--- config.mk ---
export PLATFORM = sky130hd
export DESIGN_NAME = ssp_spi
export DESIGN_NICKNAME = d
export VERILOG_FILES = /design/src/verilog/sync2.v /design/src/verilog/ssp_spi.v
export VERILOG_INCLUDE_DIRS = /design/src /design/src/inc
export SDC_FILE = /design/constraint.sdc
export NUM_CORES = 1
export LEC_CHECK = 0
export ABC_AREA = 1
export BUFFER_PORTS_ARGS = -buffer_cell sky130_fd_sc_hd__buf_4
export CORE_UTILIZATION = 60
export CTS_CLUSTER_SIZE = 16
export DETAILED_ROUTE_END_ITERATION = 10
export PLACE_DENSITY = 0.87
export SLEW_MARGIN = 20
export SYNTH_ARGS = -nofsm -noshare
export SYNTH_HDL_FRONTEND = slang
export SYNTH_SLANG_ARGS = --single-unit
export TNS_END_PERCENT = 50
--- constraint.sdc ---
create_clock -name clk_i -period 2.4 [get_ports clk_i]
set_input_delay 0.24 -clock clk_i [delete_from_list [all_inputs] [get_ports clk_i]]
set_output_delay 0.24 -clock clk_i [all_outputs]
set_load 0.03 [all_outputs]
--- src/inc/ssp_spi_regs.vh ---
// Register map, field positions and timing counts of the SPI serial port
// Behaviour
// - Eight-bit words, shifted out and in together
// - All four clock polarity/phase combinations as master; as slave, clock-edge bit set needs a ninth leading edge per word
// - Three lines; slave select only in slave
// - Completed word copied to buffer unless slave overflows (buffer still full), irq flag set
// - Buffer write loads buffer and shift register
// - Shift register reachable only through buffer
// - Status upper two bits writable, rest read-only
// - Master samples at end or middle per bit
// - Clock-edge bit picks output edge, swapped by polarity
// - Buffer-full reads 1 when word is buffered
// - Mode field selects master rates or slave select
// - Polarity bit sets serial clock idle level
// - Write during transfer dropped, collision flag sticky
// - Reading buffer clears buffer-full
`ifndef SSP_SPI_REGS_VH
`define SSP_SPI_REGS_VH
// ==========================================
// Register offsets (byte addresses)
`define ADDR_STATUS 5'h00
`define ADDR_CONTROL 5'h04
`define ADDR_BUFFER 5'h08
`define ADDR_IRQ_STATUS 5'h0c
`define ADDR_IRQ_MASK 5'h10
// ==========================================
// Field positions
`define STAT_SMP 7
`define STAT_CKE 6
`define STAT_BF 0
`define CTRL_WRITE_COLLISION_FLAG 7
`define CTRL_RECEIVE_OVERFLOW_FLAG 6
`define CTRL_EN 5
`define CTRL_CKP 4
`define IRQ_DONE 0
`define IRQ_WRITE_COLLISION_FLAG 1
`define IRQ_OVF 2
// ==========================================
// Reset values and mode codes
`define STATUS_RESET 2'h0
`define CONTROL_RESET 6'h00
`define MODE_MASTER_DIV4 4'h0
`define MODE_MASTER_DIV16 4'h1
`define MODE_MASTER_DIV64 4'h2
`define MODE_MASTER_TMR2 4'h3
`define MODE_SLAVE_SS 4'h4
`define MODE_SLAVE_NOSS 4'h5
// ==========================================
// Half serial clock period in system clocks
`define HALF_DIV4 8'h02
`define HALF_DIV16 8'h08
`define HALF_DIV64 8'h20
`endif

--- src/verilog/sync2.v ---
// Two-flip-flop synchroniser for one pin level
module sync2 (
  input wire clk_i,
  input wire rst_i,
  input wire d_i,
  output wire q_o
);
  reg meta_reg;
  reg sync_reg;

  // First stage read only by the second
  always @(posedge clk_i) begin
    if (rst_i) begin
      meta_reg <= 1'b0;
      sync_reg <= 1'b0;
    end else begin
      meta_reg <= d_i;
      sync_reg <= meta_reg;
    end
  end

  assign q_o = sync_reg;
endmodule // sync2

--- src/verilog/ssp_spi.v ---
// SPI-mode synchronous serial port with Wishbone register access
`include "ssp_spi_regs.vh"

module ssp_spi (
  input wire clk_i,
  input wire rst_i,
  input wire cyc_i,
  input wire stb_i,
  input wire we_i,
  input wire [4:0] adr_i,
  input wire [3:0] sel_i,
  input wire [31:0] dat_i,
  output reg [31:0] dat_o,
  output reg ack_o,
  output wire irq_o,
  input wire tmr2_i,
  input wire sck_i,
  output reg sck_o,
  output reg sck_oe_o,
  input wire sdi_i,
  output reg sdo_o,
  output reg sdo_oe_o,
  input wire ss_n_i
);

  // ==========================================
  // Pin synchronisers
  wire sck_s;
  wire sdi_s;
  wire ss_n_s;
  wire tmr2_s;

  sync2 u_sck (.clk_i(clk_i), .rst_i(rst_i), .d_i(sck_i), .q_o(sck_s));
  sync2 u_sdi (.clk_i(clk_i), .rst_i(rst_i), .d_i(sdi_i), .q_o(sdi_s));
  sync2 u_ss (.clk_i(clk_i), .rst_i(rst_i), .d_i(ss_n_i), .q_o(ss_n_s));
  sync2 u_tmr (.clk_i(clk_i), .rst_i(rst_i), .d_i(tmr2_i), .q_o(tmr2_s));

  // ==========================================
  // Registers
  reg sample_phase_bit_reg;
  reg clock_edge_bit_reg;
  reg buffer_full_flag_reg;
  reg write_collision_flag_reg;
  reg receive_overflow_flag_reg;
  reg port_enable_bit_reg;
  reg clock_polarity_bit_reg;
  reg [3:0] port_mode_field_reg;
  reg [7:0] serial_buffer_reg;
  reg [7:0] serial_shift_reg;
  reg [2:0] irq_status_reg;
  reg [2:0] irq_mask_reg;

  // Transfer engine state
  reg busy_reg;
  reg [3:0] bit_cnt_reg;
  reg [7:0] div_cnt_reg;
  reg [4:0] tick_cnt_reg;
  reg cap_d1_reg;
  reg cap_d2_reg;
  reg [7:0] rx_acc_reg;
  reg sck_prev_reg;
  reg tmr_prev_reg;
  reg sample_bit_reg;
  reg ss_active_prev_reg;

  wire is_master = (port_mode_field_reg[3:2] == 2'b00);
  wire is_slave = (port_mode_field_reg == `MODE_SLAVE_SS) ||
    (port_mode_field_reg == `MODE_SLAVE_NOSS);
  wire use_ss = (port_mode_field_reg == `MODE_SLAVE_SS);
  wire ss_active = !use_ss || !ss_n_s;

  // ==========================================
  // Wishbone decode
  wire bus_req = cyc_i && stb_i && !ack_o;
  wire wr_lo = bus_req && we_i && sel_i[0];
  wire rd_req = bus_req && !we_i;
  wire wr_status = wr_lo && (adr_i == 5'h00);
  wire wr_control = wr_lo && (adr_i == 5'h04);
  wire wr_buffer = wr_lo && (adr_i == 5'h08);
  wire wr_irq_status = wr_lo && (adr_i == 5'h0c);
  wire wr_irq_mask = wr_lo && (adr_i == 5'h10);
  wire rd_buffer = rd_req && (adr_i == 5'h08);

  // Master: buffer write while idle starts transfer
  wire load_ok = wr_buffer && !busy_reg && port_enable_bit_reg;
  wire collide = wr_buffer && busy_reg;

  // ==========================================
  // Master half-period tick
  reg [7:0] half_len;
  always @* begin
    case (port_mode_field_reg)
      `MODE_MASTER_DIV16: half_len = `HALF_DIV16;
      `MODE_MASTER_DIV64: half_len = `HALF_DIV64;
      default: half_len = `HALF_DIV4;
    endcase
  end

  // Timer output rising edge drives the /2 master rate
  wire tmr_tick = tmr2_s && !tmr_prev_reg;
  wire half_tick = (port_mode_field_reg == `MODE_MASTER_TMR2) ? tmr_tick :
    (div_cnt_reg == half_len - 8'h01);

  // ==========================================
  // Master tick schedule: 16 clock edges, one more for a late end sample
  wire [4:0] last_tick = (clock_edge_bit_reg && sample_phase_bit_reg) ? 5'h11 : 5'h10;
  wire tick_run = (tick_cnt_reg != last_tick);
  wire tick_ev = is_master && busy_reg && tick_run && half_tick;
  wire [4:0] tick_num = tick_cnt_reg + 5'h01;
  // Odd ticks are leading edges, even ticks trailing edges
  wire out_ev = tick_ev && (clock_edge_bit_reg ?
    (tick_num[0] && (tick_num != 5'h01) && (tick_num < 5'h10)) :
    (!tick_num[0] && (tick_num < 5'h10)));
  // Middle sample on the opposite edge, end sample on the next output edge
  wire cap_ev = tick_ev && (sample_phase_bit_reg ?
    (clock_edge_bit_reg ? (tick_num[0] && (tick_num != 5'h01)) : !tick_num[0]) :
    (clock_edge_bit_reg ? !tick_num[0] : tick_num[0]));
  // Done only once all eight bits landed and the clock is back at idle
  wire master_done = is_master && busy_reg && (bit_cnt_reg == 4'h8) && !tick_run;

  // ==========================================
  // Serial clock edges, normalised to leading and trailing
  wire sck_rise = sck_s && !sck_prev_reg;
  wire sck_fall = !sck_s && sck_prev_reg;
  // Leading edge leaves idle level; trailing returns to it
  wire slv_lead = clock_polarity_bit_reg ? sck_fall : sck_rise;
  wire slv_trail = clock_polarity_bit_reg ? sck_rise : sck_fall;
  // Edge bit set: output changes on the edge that leaves idle
  wire slv_shift = clock_edge_bit_reg ? slv_lead : slv_trail;
  wire slv_sample = clock_edge_bit_reg ? slv_trail : slv_lead;

  // ==========================================
  // Transfer engine: MSB first, shift out and in together
  always @(posedge clk_i) begin
    if (rst_i) begin
      busy_reg <= 1'b0;
      bit_cnt_reg <= 4'h0;
      div_cnt_reg <= 8'h00;
      tick_cnt_reg <= 5'h00;
      cap_d1_reg <= 1'b0;
      cap_d2_reg <= 1'b0;
      rx_acc_reg <= 8'h00;
      sck_prev_reg <= 1'b0;
      tmr_prev_reg <= 1'b0;
      sample_bit_reg <= 1'b0;
      ss_active_prev_reg <= 1'b0;
      serial_shift_reg <= 8'h00;
      sck_o <= 1'b0;
      sdo_o <= 1'b0;
    end else begin
      sck_prev_reg <= sck_s;
      tmr_prev_reg <= tmr2_s;
      ss_active_prev_reg <= ss_active;
      if (!port_enable_bit_reg) begin
        busy_reg <= 1'b0;
        bit_cnt_reg <= 4'h0;
        div_cnt_reg <= 8'h00;
        tick_cnt_reg <= 5'h00;
        cap_d1_reg <= 1'b0;
        cap_d2_reg <= 1'b0;
        sck_o <= clock_polarity_bit_reg;
      end else if (is_master) begin
        if (load_ok) begin
          // Buffer write also loads shift register
          serial_shift_reg <= dat_i[7:0];
          busy_reg <= 1'b1;
          bit_cnt_reg <= 4'h0;
          div_cnt_reg <= 8'h00;
          tick_cnt_reg <= 5'h00;
          cap_d1_reg <= 1'b0;
          cap_d2_reg <= 1'b0;
          sdo_o <= dat_i[7];
        end else if (busy_reg) begin
          div_cnt_reg <= half_tick ? 8'h00 : div_cnt_reg + 8'h01;
          // The data pin lags two clocks in its synchroniser; the capture
          // strobe is delayed to match, so it sees the level at the edge
          cap_d1_reg <= cap_ev;
          cap_d2_reg <= cap_d1_reg;
          if (tick_ev) begin
            tick_cnt_reg <= tick_num;
            // The seventeenth tick only times the late sample
            if (tick_num <= 5'h10)
              sck_o <= !sck_o;
          end
          if (out_ev) begin
            // Transmit side moves on the output edge only
            serial_shift_reg <= {serial_shift_reg[6:0], 1'b0};
            sdo_o <= serial_shift_reg[6];
          end
          if (cap_d2_reg) begin
            // Receive side assembles MSB first
            rx_acc_reg <= {rx_acc_reg[6:0], sdi_s};
            bit_cnt_reg <= bit_cnt_reg + 4'h1;
          end
          if (master_done) begin
            // Received word ends up in the shift register as well
            busy_reg <= 1'b0;
            serial_shift_reg <= rx_acc_reg;
            sck_o <= clock_polarity_bit_reg;
          end
        end else begin
          sck_o <= clock_polarity_bit_reg;
        end
      end else if (is_slave) begin
        sck_o <= clock_polarity_bit_reg;
        // Load first: software preloads while the far master deselects us
        if (load_ok) begin
          serial_shift_reg <= dat_i[7:0];
          sdo_o <= dat_i[7];
        end else if (!ss_active) begin
          // Deselect aborts a partial word
          busy_reg <= 1'b0;
          bit_cnt_reg <= 4'h0;
        end else begin
          if (ss_active && !ss_active_prev_reg && !clock_edge_bit_reg)
            sdo_o <= serial_shift_reg[7];
          if (slv_sample) begin
            sample_bit_reg <= sdi_s;
            busy_reg <= 1'b1;
          end
          if (slv_shift && busy_reg) begin
            serial_shift_reg <= {serial_shift_reg[6:0], sample_bit_reg};
            sdo_o <= serial_shift_reg[6];
            bit_cnt_reg <= bit_cnt_reg + 4'h1;
            if (bit_cnt_reg == 4'h7) begin
              busy_reg <= 1'b0;
              bit_cnt_reg <= 4'h0;
            end
          end
        end
      end
    end
  end

  // Word completion: master after the last capture, slave on last shift
  wire slave_done = is_slave && ss_active && slv_shift && busy_reg &&
    (bit_cnt_reg == 4'h7) && !load_ok;
  wire word_done = port_enable_bit_reg && (master_done || slave_done);
  wire [7:0] rx_word = is_master ? rx_acc_reg :
    {serial_shift_reg[6:0], sample_bit_reg};
  wire overflow = slave_done && buffer_full_flag_reg;

  // Pin drive: clock out only as master, data out while enabled, in slave-select mode only while selected
  always @* begin
    sck_oe_o = port_enable_bit_reg && is_master;
    sdo_oe_o = port_enable_bit_reg && (is_master || ss_active);
  end

  // ==========================================
  // Register writes and flags; hardware set wins over clear
  always @(posedge clk_i) begin
    if (rst_i) begin
      sample_phase_bit_reg <= 1'b0;
      clock_edge_bit_reg <= 1'b0;
      buffer_full_flag_reg <= 1'b0;
      write_collision_flag_reg <= 1'b0;
      receive_overflow_flag_reg <= 1'b0;
      port_enable_bit_reg <= 1'b0;
      clock_polarity_bit_reg <= 1'b0;
      port_mode_field_reg <= 4'h0;
      serial_buffer_reg <= 8'h00;
      irq_status_reg <= 3'h0;
      irq_mask_reg <= 3'h0;
    end else begin
      if (wr_status) begin
        sample_phase_bit_reg <= dat_i[`STAT_SMP];
        clock_edge_bit_reg <= dat_i[`STAT_CKE];
      end
      if (wr_control) begin
        port_enable_bit_reg <= dat_i[`CTRL_EN];
        clock_polarity_bit_reg <= dat_i[`CTRL_CKP];
        port_mode_field_reg <= dat_i[3:0];
      end
      // Software may only clear the sticky flags
      if (collide)
        write_collision_flag_reg <= 1'b1;
      else if (wr_control && !dat_i[`CTRL_WRITE_COLLISION_FLAG])
        write_collision_flag_reg <= 1'b0;
      if (overflow)
        receive_overflow_flag_reg <= 1'b1;
      else if (wr_control && !dat_i[`CTRL_RECEIVE_OVERFLOW_FLAG])
        receive_overflow_flag_reg <= 1'b0;
      // Buffer: write loads, completion copies unless overflowed
      if (load_ok)
        serial_buffer_reg <= dat_i[7:0];
      else if (word_done && !overflow)
        serial_buffer_reg <= rx_word;
      if (word_done && !overflow)
        buffer_full_flag_reg <= 1'b1;
      else if (rd_buffer)
        buffer_full_flag_reg <= 1'b0;
      // Interrupt status, write one to clear
      irq_status_reg <= (irq_status_reg & ~(wr_irq_status ? dat_i[2:0] : 3'h0)) |
        {overflow, collide, word_done};
      if (wr_irq_mask)
        irq_mask_reg <= dat_i[2:0];
    end
  end

  assign irq_o = |(irq_status_reg & irq_mask_reg);

  // ==========================================
  // Read mux and single-wait-state ack
  always @(posedge clk_i) begin
    if (rst_i) begin
      ack_o <= 1'b0;
      dat_o <= 32'h00000000;
    end else begin
      ack_o <= bus_req;
      if (rd_req) begin
        // Two-wire status bits read zero
        if (adr_i == 5'h00)
          dat_o <= {24'h000000, sample_phase_bit_reg, clock_edge_bit_reg,
            5'h00, buffer_full_flag_reg};
        else if (adr_i == 5'h04)
          dat_o <= {24'h000000, write_collision_flag_reg, receive_overflow_flag_reg,
            port_enable_bit_reg, clock_polarity_bit_reg, port_mode_field_reg};
        else if (adr_i == 5'h08)
          dat_o <= {24'h000000, serial_buffer_reg};
        else if (adr_i == 5'h0c)
          dat_o <= {29'h00000000, irq_status_reg};
        else if (adr_i == 5'h10)
          dat_o <= {29'h00000000, irq_mask_reg};
        else
          dat_o <= 32'h00000000;
      end
    end
  end
endmodule // ssp_spi

## Word level (Yosys, flattened, before mapping)

Index checks and enable logic that the tools add are counted.
Widths: inputs -> output; s select.

- Register bits after elaboration: 108
- Output and inout bits: 38
- Word-level logic and storage cells: 240

- $add $sub $neg: 4
- $lt $le $gt $ge: 2
- Equality and inequality tests: 24
- Muxes and demuxes: 81
- Bitwise operators: 7
- Reduce and logical (&&, ||, !) cells: 87

Operator list:

| cell | count |
|---|---|
| $mux 8 | 18 |
| $mux 1 | 47 |
| $logic_and 1x1->1 | 43 |
| $mux 4 | 9 |
| $reduce_and 6->1 | 3 |
| $logic_not 1->1 | 17 |
| $mux 5 | 3 |
| $reduce_bool 2->1 | 7 |
| $eq 4x3->1 const B | 3 |
| $pmux 6 s2 | 1 |
| $eq 5x4->1 const B | 2 |
| $ne 5x3->1 const B | 2 |
| $reduce_and 5->1 | 2 |
| $mux 3 | 3 |
| $ne 3x2->1 const B | 3 |
| $add 8x1->8 const B | 1 |
| $eq 4x2->1 const B | 2 |
| $eq 8x8->1 | 1 |
| $sub 8x1->8 const B | 1 |
| $and 3x3->3 | 2 |
| $ne 3x1->1 const B | 2 |
| $reduce_bool 3->1 | 2 |
| $add 5x1->5 const B | 1 |
| $eq 5x3->1 const B | 1 |
| other kinds (23) | 29 |

## Depth between registers and ports, before layout

Gate-level depths: netlist of run 1.

- Word-level depth: 14
- Mapped depth: 15
- Depth with buffers taken out: 15

## Modules after synthesis

From an unflattened synthesis of run 1, not the netlist that was laid out.

- Cells, all modules: 664
- Area total of the unflattened synthesis: 4,584.4 sq um

By module, submodules not included:

| module | times used | cells an instance | area each (sq um) |
|---|---|---|---|
| ssp_spi | 1 | 640 | 4,364.2 |
| sync2 | 4 | 6 | 55.1 |

## Worst setup path before layout of run 1

Ideal clock, no wire load.

- Kind: register to register
- From: register ack_o
- To: register serial_shift_reg[2]
- Library setup time: 0.115 ns
- Arrival: 1.629 ns
- Data required time: 2.285 ns
- Setup slack: 0.656 ns
- Cell stages (with the launch flop): 13
- Buffers on the path: 2
- Period minus slack after synthesis: 1.744 ns
- Cells stage by stage: dfxtp_1 > nor2_1 > nand3_2 > nor2_4 > buf_6 > nand2_4 > nand3_2 > nand2_4 > nor2_8 > buf_6 > nand3_1 > nand2_1 > nor2_1

- Cells in the longest elaborated chain, start to end: 10

RTL lines:

| what | line | text |
|---|---|---|
| start: declaration | ssp_spi.v:14 | `output reg ack_o,` |
| start signal: assignment | ssp_spi.v:309 | `ack_o <= bus_req;` |
| $logic_not 1->1 * | ssp_spi.v:74 | `wire bus_req = cyc_i && stb_i && !ack_o;` |
| $logic_and 1x1->1 * | ssp_spi.v:74 |  |
| $logic_and 1x1->1 * (2 in a row) | ssp_spi.v:75 | `wire wr_lo = bus_req && we_i && sel_i[0];` |
| $logic_and 1x1->1 * | ssp_spi.v:79 | `wire wr_buffer = wr_lo && (adr_i == 5'h08);` |
| $logic_and 1x1->1 * (2 in a row) | ssp_spi.v:85 | `wire load_ok = wr_buffer && !busy_reg && port_enable_bit_reg;` |
| parallel branches: the longest is 3 deep, another holds $reduce_and 6->1 | n/a |  |
| end signal: assignment | ssp_spi.v:165 | `serial_shift_reg <= dat_i[7:0];` |
| end signal: assignment | ssp_spi.v:208 | `serial_shift_reg <= dat_i[7:0];` |
| end signal: assignment | ssp_spi.v:222 | `serial_shift_reg <= {serial_shift_reg[6:0], sample_bit_reg};` |
| end: declaration | ssp_spi.v:49 | `reg [7:0] serial_shift_reg;` |

Mark *: on every way between the ends. The select of a mux whose other input is x is not followed.
A chain may end at the register's enable or synchronous reset.

## Worst setup path in the final report of run 1

- From: register port_mode_field_reg[2]
- To: register serial_buffer_reg[2]

- Cells in the longest elaborated chain, start to end: 12

RTL lines:

| what | line | text |
|---|---|---|
| start: declaration | ssp_spi.v:47 | `reg [3:0] port_mode_field_reg;` |
| start signal: assignment | ssp_spi.v:272 | `port_mode_field_reg <= dat_i[3:0];` |
| $eq 4x3->1 (no source line) | n/a |  |
| $logic_not 1->1 | ssp_spi.v:70 | `wire ss_active = !use_ss \|\| !ss_n_s;` |
| $logic_or 1x1->1 | ssp_spi.v:70 |  |
| $logic_and 1x1->1 (4 in a row) | ssp_spi.v:236 | `wire slave_done = is_slave && ss_active && slv_shift && busy_reg &&` |
| $logic_and 1x1->1 | ssp_spi.v:237 | `(bit_cnt_reg == 4'h7) && !load_ok;` |
| $logic_or 1x1->1 or $logic_and 1x1->1 (tied branches) | ssp_spi.v:238, ssp_spi.v:241 |  |
| $logic_and 1x1->1 or $logic_not 1->1 (tied branches) | ssp_spi.v:238, ssp_spi.v:286 |  |
| $logic_and 1x1->1 | ssp_spi.v:286 | `else if (word_done && !overflow)` |
| $reduce_bool 2->1 (no source line) | n/a |  |
| end signal: assignment | ssp_spi.v:285 | `serial_buffer_reg <= dat_i[7:0];` |
| end signal: assignment | ssp_spi.v:287 | `serial_buffer_reg <= rx_word;` |
| end: declaration | ssp_spi.v:48 | `reg [7:0] serial_buffer_reg;` |

Parallel ways exist; a longest one is shown, timed or not. The select of a mux whose other input is x is not followed.

==> flow_summary.ini, run 1 <==
[global_routing]
antenna_found_initial = 0
grtUsageTotal_pct = 28.39
global_route.overflow_total = 0
grt_first_pass_wirelength_um = 18930
grt_pass1_vias = 4225
maximum_number_of_pins_on_one_net_before_global_route_repair = 31

[clock_tree]
cts.reportedPaths.clkPinSlew_ps = 90
max-clock-path-buffers = 2
cts.htree.levels = 3
postCtsSetupRepairBufs = 0
cts_tree = done
post_cts_hold_buffer_count = 0
worstSkewPairLatency_ps = 360
clock-sinks = 84
cts.repair.resized = 0
cts_root_buf = clkbuf_8
numCtsBuffers = 9

[power]
pwr_density_cell_nw_per_um2 = 524.5
total_power_mw = 2.716
leakage_nw = 2.355
ir_drop_v = 0.0002665

[timing]
final_hold_viol_count = 0
final_period_minus_worst_setup_slack_ps = 2080
post_route_fraction_of_the_period_consumed_by_the_critical_path_pct = 86.65
relative_max_transition_margin_pct = 57.95
clock.fmax_mhz = 480.8
timing.final.setup_violations = 0
slew_viol_final = 0
timing.clock.skew_ps = 12.65
worst_pin_slew_ps = 628.5
rsz_0062_raised_after_global_routing = false
setup_tns_ps = 0

[worst_setup_path]
critPathArrivalTime_ps = 2340
cp_cell_sequence = nor2_4, nand2_2, nor2_4, nand2_2, nand2_1, nand3_1, nand2_2, inv_1, nor2_1, nor2_1
critical-path-slowest-cell = dfxtp_1
critical_path_required_ps = 2660
cpLargestDelayFamily = simple AND/OR/NAND/NOR gates
cp_launch_type = flip-flop
timing_worst_setup_path_type = flip-flop to flip-flop
crit_path_max_fanout = 13
cpPeakStageDelay_ps = 400
critical_path.n_buffers_inverters = 1
critical_path.endpoint_type = flip-flop
critPathMostFrequentCell = nand2_2

[yosys]
synth.distinct_cells = 39
synthesis.area_um2 = 4692
synth_warnings = 0
async_flop_share_pct = 0
synth.top_cells.by_area = dfxtp_1, nand2_1, nor2_1
syn_inst = 703
synth_largest_area_cell = dfxtp_1
most_instantiated_flip_flop_cell_in_the_synthesis_netlist = dfxtp_1
yosysTopAreaCellShare_pct = 35.84
synthMostInstantiatedCell = nand2_1
portion_of_the_post_synthesis_area_used_by_sequential_elements_pct = 35.84
synth_top_cells_by_count = nand2_1, nor2_1, dfxtp_1
synth_edf_count = 0
synth-seq-cells = 84
synth_area_per_cell_um2 = 6.674

[route]
drtPass1Iterations = 5
post_drt_wl_per_cell_um = 13.48
drc_errors = 0
wirelength_um = 11390
detail_route.vias_per_cell = 5.514
dr.first_iter.drc_count = 437
drt.antenna.violating_nets = 0
dr_total_vias = 4659

[place]
hpwlAfterDp_um = 8352
placed_cells_incl_taps = 829
buffer_ports.inserted = 36
place_area_um2 = 4955
finalWeightedCongestion = 0.9186

[floorplan]
row_count = 31
die_width_um = 90.43
num_io_pins = 88
die_h_um = 90.43
core-area_um2 = 7408
initial_core_util_pct = 63.33
fp.dieArea_um2 = 8178

[layout]
n_antenna_cell = 0
finalInstanceArea_um2 = 5177
final_nets = 796
layout-drive-gt1-share_pct = 12.87
layout-area-overhead-vs-synth_pct = 10.35
finalNonFillerCells = 845

[flow_run]
cap_violations = 0

[hold_path]
worst_min_delay_path_category = input port to flip-flop

[run_status]
outcome = finished, final reports clean
==> metal layers <==
metal	wire length, um	vias up	track usage (%)	part of all wire (%)
li1	-	2279	-	-
met1	4738	2090	35.70	42
met2	5409	251	47.84	47
met3	874	39	4.040	7.7
met4	366	0	13.44	3.2
met5	0	-	0	0
==> layout make-up <==
| type | instances | area, um^2 |
|---|---|---|
| clock buffer | 9 | 123.9 |
| clock inverter | 7 | 98.84 |
| fill | 622 | 2231 |
| inverter | 80 | 300.3 |
| multi-input combinational | 519 | 2496 |
| sequential | 84 | 1682 |
| tap | 99 | 123.9 |
| timing repair buffer | 47 | 352.8 |
==> logic make-up (layout without fill, tap and decap cells) <==
group           count (synthesis)  in the layout  share of synthesized area [%]
compound gates                119            119                          13.81
xor+xnor                        7              7                          1.307
fa+ha+maj                       5              5                          1.333
buf+inv                       123            143                          12.80
flops                          84             84                          35.84
other cells                     1             24                        0.07992
simple gates                  364            364                          34.83
==> per-stage QoR <==
step | utilization, % | hold WS, ps | setup slack [ps]
4_1_cts | 69.89 | 76.26 | 366.7
5_1_grt | 69.89 | 85.70 | 126.5
2_1_floorplan | - | 347.0 | 656.4
3_3_place_gp | 66.88 | 388.6 | 362.5
6_report | 69.89 | 77.11 | 320.3
3_5_place_dp | 66.88 | 395.5 | 284.7
==> worst paths after layout <==
check / end / cells after the start / from / slack, ps
max: serial_buffer_reg[2]$_SDFFE_PP0P_ / 10 / port_mode_field_reg[2]$_SDFFE_PP0P_ / 320
min: u_tmr.meta_reg$_SDFF_PP0_ / 3 / tmr2_i / 80
max reg2reg: serial_buffer_reg[2]$_SDFFE_PP0P_ / 10 / port_mode_field_reg[2]$_SDFFE_PP0P_ / 320
min reg2reg: u_sck.q_o$_SDFF_PP0_ / 2 / u_sck.meta_reg$_SDFF_PP0_ / 410
==> layout by cell type, fill, tap and decap left out, types with 2 or more instances in the layout <==
cell type	synthesis	final
o21bai_1	4	4
nor2_1	98	98
buf_4	28	47
bufinv_16	0	2
ha_1	5	5
a21oi_1	63	63
inv_2	7	7
nor3_1	8	8
o21ai_1	2	2
nand3b_1	2	2
nand4_1	8	8
nand3_2	3	3
nand2_2	8	8
clkinv_1	2	2
nor2_2	2	2
o211ai_1	9	9
nand2_4	3	3
nor2_4	5	5
clkbuf_8	0	9
xor2_1	6	6
conb_1	1	24
nand2_1	166	166
inv_6	0	2
a31oi_1	3	3
inv_1	71	71
nand3_1	54	54
o21ai_0	34	34
nand3_4	2	2
dfxtp_1	84	84
==> worst reg2reg max path: stages (launching register included) <==
cell	delay [ps]
dfxtp_1	400
nor2_4	310
nand2_2	180
nor2_4	230
nand2_2	100
nand2_1	110
nand3_1	140
nand2_2	230
inv_1	130
nor2_1	110
nor2_1	50
==> report_power, final <==
part           leakage (nW)  internal [mW]  switching (mW)
clock network         0.110          0.593           0.545
logic                  1.57         0.0471           0.121
registers             0.679           1.40         0.00544
Power figures use the tool's default switching activity.
==> inputs of run 2 (changes only) <==
--- a/config.mk
+++ b/config.mk
@@ -8,10 +8,10 @@
 export LEC_CHECK = 0
 export ABC_AREA = 1
 export BUFFER_PORTS_ARGS = -buffer_cell sky130_fd_sc_hd__buf_4
-export CORE_UTILIZATION = 60
+export CORE_UTILIZATION = 50
 export CTS_CLUSTER_SIZE = 16
 export DETAILED_ROUTE_END_ITERATION = 10
-export PLACE_DENSITY = 0.87
+export PLACE_DENSITY = 0.75
 export SLEW_MARGIN = 20
 export SYNTH_ARGS = -nofsm -noshare
 export SYNTH_HDL_FRONTEND = slang
==> flow_summary.ini, run 2 (synthesis gave the netlist of run 1 again) <==
[timing]
rsz_0062_raised_after_global_routing = false
timing.clock.skew_ps = 9.930
final_hold_viol_count = 0
relative_max_transition_margin_pct = 59.79
timing.final.setup_violations = 0
setup_tns_ps = 0
fin_hold_ws_ps = 74.10
slew_viol_final = 0
clock.fmax_mhz = 487.3
post_route_fraction_of_the_period_consumed_by_the_critical_path_pct = 85.50
final_period_minus_worst_setup_slack_ps = 2052
worst_pin_slew_ps = 601.0

[worst_setup_path]
regToRegStartpoint = ack_o$_SDFF_PP0_
r2r_setup_slack_ps = 350
critical_path_required_ps = 2660
cp-startpoint = ack_o$_SDFF_PP0_
critical_path.endpoint_type = flip-flop
cpPeakStageDelay_ps = 350
timing_worst_setup_path_type = flip-flop to flip-flop
cp_cell_sequence = nor2_1, nand3_2, nor2_4, nand2_4, nand2_2, inv_2, nand3_2, nand3_1, nand2_1, nor2_1
cpLargestDelayFamily = simple AND/OR/NAND/NOR gates
worstRegToRegCells = 10
crit_path_max_fanout = 16
critical_path.n_buffers_inverters = 1
critical-path-slowest-cell = nor2_4
cp_launch_type = flip-flop
r2r_end = serial_shift_reg[3]$_SDFFE_PP0P_
critPathArrivalTime_ps = 2310

[layout]
ff_latch_area_um2 = 1682
multi_input_comb_area_um2 = 2496
layout_commonest_cell = nand2_1
n_antenna_cell = 0
num-fill-cells = 868
mostFrequentLayoutCells = nand2_1, nor2_1, dfxtp_1
finalNonFillerCells = 852
final_nets = 794
layout-drive-gt1-share_pct = 12.50
layout-area-overhead-vs-synth_pct = 9.253
final_core_utilization_pct = 57.66

[clock_tree]
postCtsSetupRepairBufs = 0
post_cts_hold_buffer_count = 0
cts_root_buf = clkbuf_8
cts_tree = done
cts.reportedPaths.clkPinSlew_ps = 90
numCtsBuffers = 9
clock-sinks = 84
cts.htree.levels = 3
cts.repair.resized = 0
worstSkewPairLatency_ps = 360
max-clock-path-buffers = 2

[flow_run]
cap_violations = 0

[route]
post_drt_wl_per_cell_um = 13.10
drt.antenna.violating_nets = 0
wirelength_um = 11160
drtPass1Iterations = 5
dr.first_iter.drc_count = 275
drc_errors = 0
dr_total_vias = 4460
detail_route.vias_per_cell = 5.235

[power]
total_power_mw = 2.513
leakage_nw = 2.311
pwr_density_cell_nw_per_um2 = 490.2
ir_drop_v = 0.0002305

[place]
finalWeightedCongestion = 0.8841
buffer_ports.inserted = 36
placed_cells_incl_taps = 836
hpwlAfterDp_um = 8355

[global_routing]
grt_pass1_vias = 4111
global_route.overflow_total = 0
antenna_found_initial = 0
grtUsageTotal_pct = 23.86
maximum_number_of_pins_on_one_net_before_global_route_repair = 37
grt_first_pass_wirelength_um = 18880

[hold_path]
whs_path_depth = 3
worst_min_delay_path_category = input port to flip-flop
worstHoldEndpoint = u_sck.meta_reg$_SDFF_PP0_
timing.hold.worst.start = sck_i

[floorplan]
core-area_um2 = 8891
fp.dieArea_um2 = 9775
row_count = 34
die_h_um = 98.87
initial_core_util_pct = 52.77
num_io_pins = 88
die_width_um = 98.87

[run_status]
outcome = finished, final reports clean
## run 2: layout make-up
type                       count  area share, %
clock buffer                  10          2.490
clock inverter                 6         0.9275
inverter                      80          5.858
multi-input combinational    519          48.69
sequential                    84          32.80
tap                          108          2.636
timing repair buffer          45          6.590
## run 2: worst register-to-register path: stages (launching register included)
cell and delay [ps]:
dfxtp_1 310, nor2_1 160, nand3_2 210, nor2_4 350, nand2_4 170, nand2_2 150, inv_2 120, nand3_2 250
nand3_1 120, nand2_1 80, nor2_1 40
## run 2: power by group
group | switching [mW] | internal [mW]
clock | 0.555 | 0.383
sequential | 0.00544 | 1.40
combinational | 0.119 | 0.0455
total | 0.680 | 1.83
## run 2: how the worst max path moves through the flow
stage                                       end  slack, ps  depth (start not counted)
5_1_grt        serial_shift_reg[3]$_SDFFE_PP0P_        160                         10
6_report       serial_shift_reg[3]$_SDFFE_PP0P_        350                         10
2_1_floorplan  serial_shift_reg[2]$_SDFFE_PP0P_        660                         12
3_5_place_dp   serial_shift_reg[3]$_SDFFE_PP0P_        320                         12
3_3_place_gp   serial_shift_reg[0]$_SDFFE_PP0P_        360                         12
4_1_cts        serial_shift_reg[3]$_SDFFE_PP0P_        370                         10
## run 2: stage by stage
stage / instance area, um^2 / setup WS, ps
after global placement: 4951 / 364.5
after floorplan: 4778 / 656.4
after detailed placement: 4951 / 317.9
after global routing: 5126 / 163.1
after CTS: 5126 / 369.7
final: 5126 / 348.0
## run 2: per-layer routing
| metal | wire length (um) | track usage (%) |
|---|---|---|
| met2 | 5189 | 40.13 |
| met5 | 0 | 0 |
| met4 | 280 | 9.644 |
| met1 | 5126 | 30.90 |
| met3 | 564 | 3.191 |
==> inputs of run 3 (changes only) <==
--- a/config.mk
+++ b/config.mk
@@ -8,10 +8,11 @@
 export LEC_CHECK = 0
 export ABC_AREA = 1
 export BUFFER_PORTS_ARGS = -buffer_cell sky130_fd_sc_hd__buf_4
-export CORE_UTILIZATION = 50
-export CTS_CLUSTER_SIZE = 16
+export CELL_PAD_IN_SITES_DETAIL_PLACEMENT = 2
+export CELL_PAD_IN_SITES_GLOBAL_PLACEMENT = 2
+export CORE_UTILIZATION = 32
 export DETAILED_ROUTE_END_ITERATION = 10
-export PLACE_DENSITY = 0.75
+export PLACE_DENSITY = 0.86
 export SLEW_MARGIN = 20
 export SYNTH_ARGS = -nofsm -noshare
 export SYNTH_HDL_FRONTEND = slang
==> constraint.sdc (replaced) <==
create_clock -name clk_i -period 2.6 [get_ports clk_i]
set_input_delay 0.26 -clock clk_i [delete_from_list [all_inputs] [get_ports clk_i]]
set_output_delay 0.26 -clock clk_i [all_outputs]
set_load 0.03 [all_outputs]
==> flow_summary.ini, run 3 (synthesis gave the netlist of run 1 again) <==
[timing]
timing.final.setup_violations = 0
slew_viol_final = 0
fin_hold_ws_ps = 117.1
timing.clock.skew_ps = 11.82
rsz_0062_raised_after_global_routing = false
final_period_minus_worst_setup_slack_ps = 2187
clock.fmax_mhz = 457.2
worst_pin_slew_ps = 753.0
setup_tns_ps = 0
final_hold_viol_count = 0
post_route_fraction_of_the_period_consumed_by_the_critical_path_pct = 84.13
relative_max_transition_margin_pct = 49.62

[clock_tree]
post_cts_hold_buffer_count = 0
clock-sinks = 84
worstSkewPairLatency_ps = 350
numCtsBuffers = 9
cts.htree.levels = 3
cts.repair.resized = 0
postCtsSetupRepairBufs = 0
cts_tree = done
cts.reportedPaths.clkPinSlew_ps = 60
max-clock-path-buffers = 2
cts_root_buf = clkbuf_16

[route]
drc_errors = 0
wirelength_um = 16230
drt.antenna.violating_nets = 0
dr_total_vias = 4747
dr.first_iter.drc_count = 220
post_drt_wl_per_cell_um = 17.53
detail_route.vias_per_cell = 5.126
drtPass1Iterations = 4

[place]
placed_cells_incl_taps = 910
buffer_ports.inserted = 36
finalWeightedCongestion = 0.8074
hpwlAfterDp_um = 12200

[hold_path]
worst_min_delay_path_category = input port to flip-flop

[layout]
layout-area-overhead-vs-synth_pct = 14.24
final_core_utilization_pct = 38.03
finalNonFillerCells = 926
n_antenna_cell = 0
layout_commonest_cell = nand2_1
final_nets = 796
layout-drive-gt1-share_pct = 12.73
mostFrequentLayoutCells = nand2_1, nor2_1, dfxtp_1

[power]
sequentialPowerShare_pct = 46.7
p_int_mw = 2.134
power_share_of_the_combinational_group_pct = 5.7
clockPowerShare_pct = 47.6
pwr_density_cell_nw_per_um2 = 520.8
net-switching-power_mw = 0.6582
ir_drop_v = 0.0003036
leakage_nw = 2.395
total_power_mw = 2.792
power.share.switching_pct = 23.58

[worst_setup_path]
cp_launch_type = flip-flop
timing_worst_setup_path_type = flip-flop to flip-flop
critPathArrivalTime_ps = 2430
crit_path_max_fanout = 16
critical_path_required_ps = 2840
critical_path.endpoint_type = flip-flop

[global_routing]
global_route.overflow_total = 0
grt_first_pass_wirelength_um = 26630
grtUsageTotal_pct = 22.97
maximum_number_of_pins_on_one_net_before_global_route_repair = 37
grt_pass1_vias = 5136
antenna_found_initial = 0

[floorplan]
initial_core_util_pct = 33.29
core-area_um2 = 14100
fp.dieArea_um2 = 15150
die_width_um = 123.1
row_count = 43
die_h_um = 123.1
num_io_pins = 88

[run_status]
outcome = finished, final reports clean

[flow_run]
cap_violations = 0
## run 3: cell count changes in the layout (fill, tap and decap cells not counted)
cell,previous run,this run
clkbuf_16,0,9
clkbuf_8,9,2
clkinvlp_4,4,1
buf_4,45,47
clkinv_2,0,2
inv_6,2,0
bufinv_16,0,1
## run 3: final timing paths
check	depth (start not counted)	slack (ps)	start	to
worst min register to register	2	420	u_sdi.meta_reg$_SDFF_PP0_	u_sdi.q_o$_SDFF_PP0_
worst max-delay path	10	410	ack_o$_SDFF_PP0_	serial_shift_reg[7]$_SDFFE_PP0P_
worst min-delay path	3	120	sdi_i	u_sdi.meta_reg$_SDFF_PP0_
worst max register to register	10	410	ack_o$_SDFF_PP0_	serial_shift_reg[7]$_SDFFE_PP0P_
## run 3: worst max-delay path, stage by stage (launching register included)
cell and delay, ps:
dfxtp_1 310, nor2_1 170, nand3_2 210, nor2_4 350
nand2_4 170, nand2_2 180, inv_2 130, nand3_2 290
nand3_1 120, nand2_1 80, nor2_1 40
## run 3: layout make-up
type,instances,area (um^2)
multi-input cells,519,2496
fillers,1732,8736
repair buffers,47,352.8
clock inverters,4,47.55
clock buffers,12,256.5
inverters,80,300.3
flip-flops and latches,84,1682
well taps,180,225.2
## run 3: power groups by stage
| stage | Combinational, mW | Sequential (mW) | Clock [mW] |
|---|---|---|---|
| final | 0.159 | 1.30 | 1.33 |
| after global routing | 0.173 | 1.30 | 1.42 |
| after CTS | 0.159 | 1.30 | 1.36 |
| after detailed placement | 0.158 | 1.33 | 0 |
| after global placement | 0.152 | 1.33 | 0 |
| after floorplan | 0.123 | 1.34 | 0 |
## run 3: per-stage QoR
stage | setup slack (ps) | instance area [um^2]
floorplan | 856.4 | 4778
global placement | 436.0 | 5056
detailed placement | 335.9 | 5056
CTS | 374.4 | 5360
global route | 214.7 | 5360
finish | 412.6 | 5360
## run 3: layer usage
layer / wire (um) / vias up / GRT usage (%)
met5: 0 / - / 0
met2: 8179 / 89 / 41.50
met1: 7166 / 2341 / 26.73
met3: 493 / 33 / 3.828
met4: 388 / 0 / 9.488
li1: - / 2284 / -
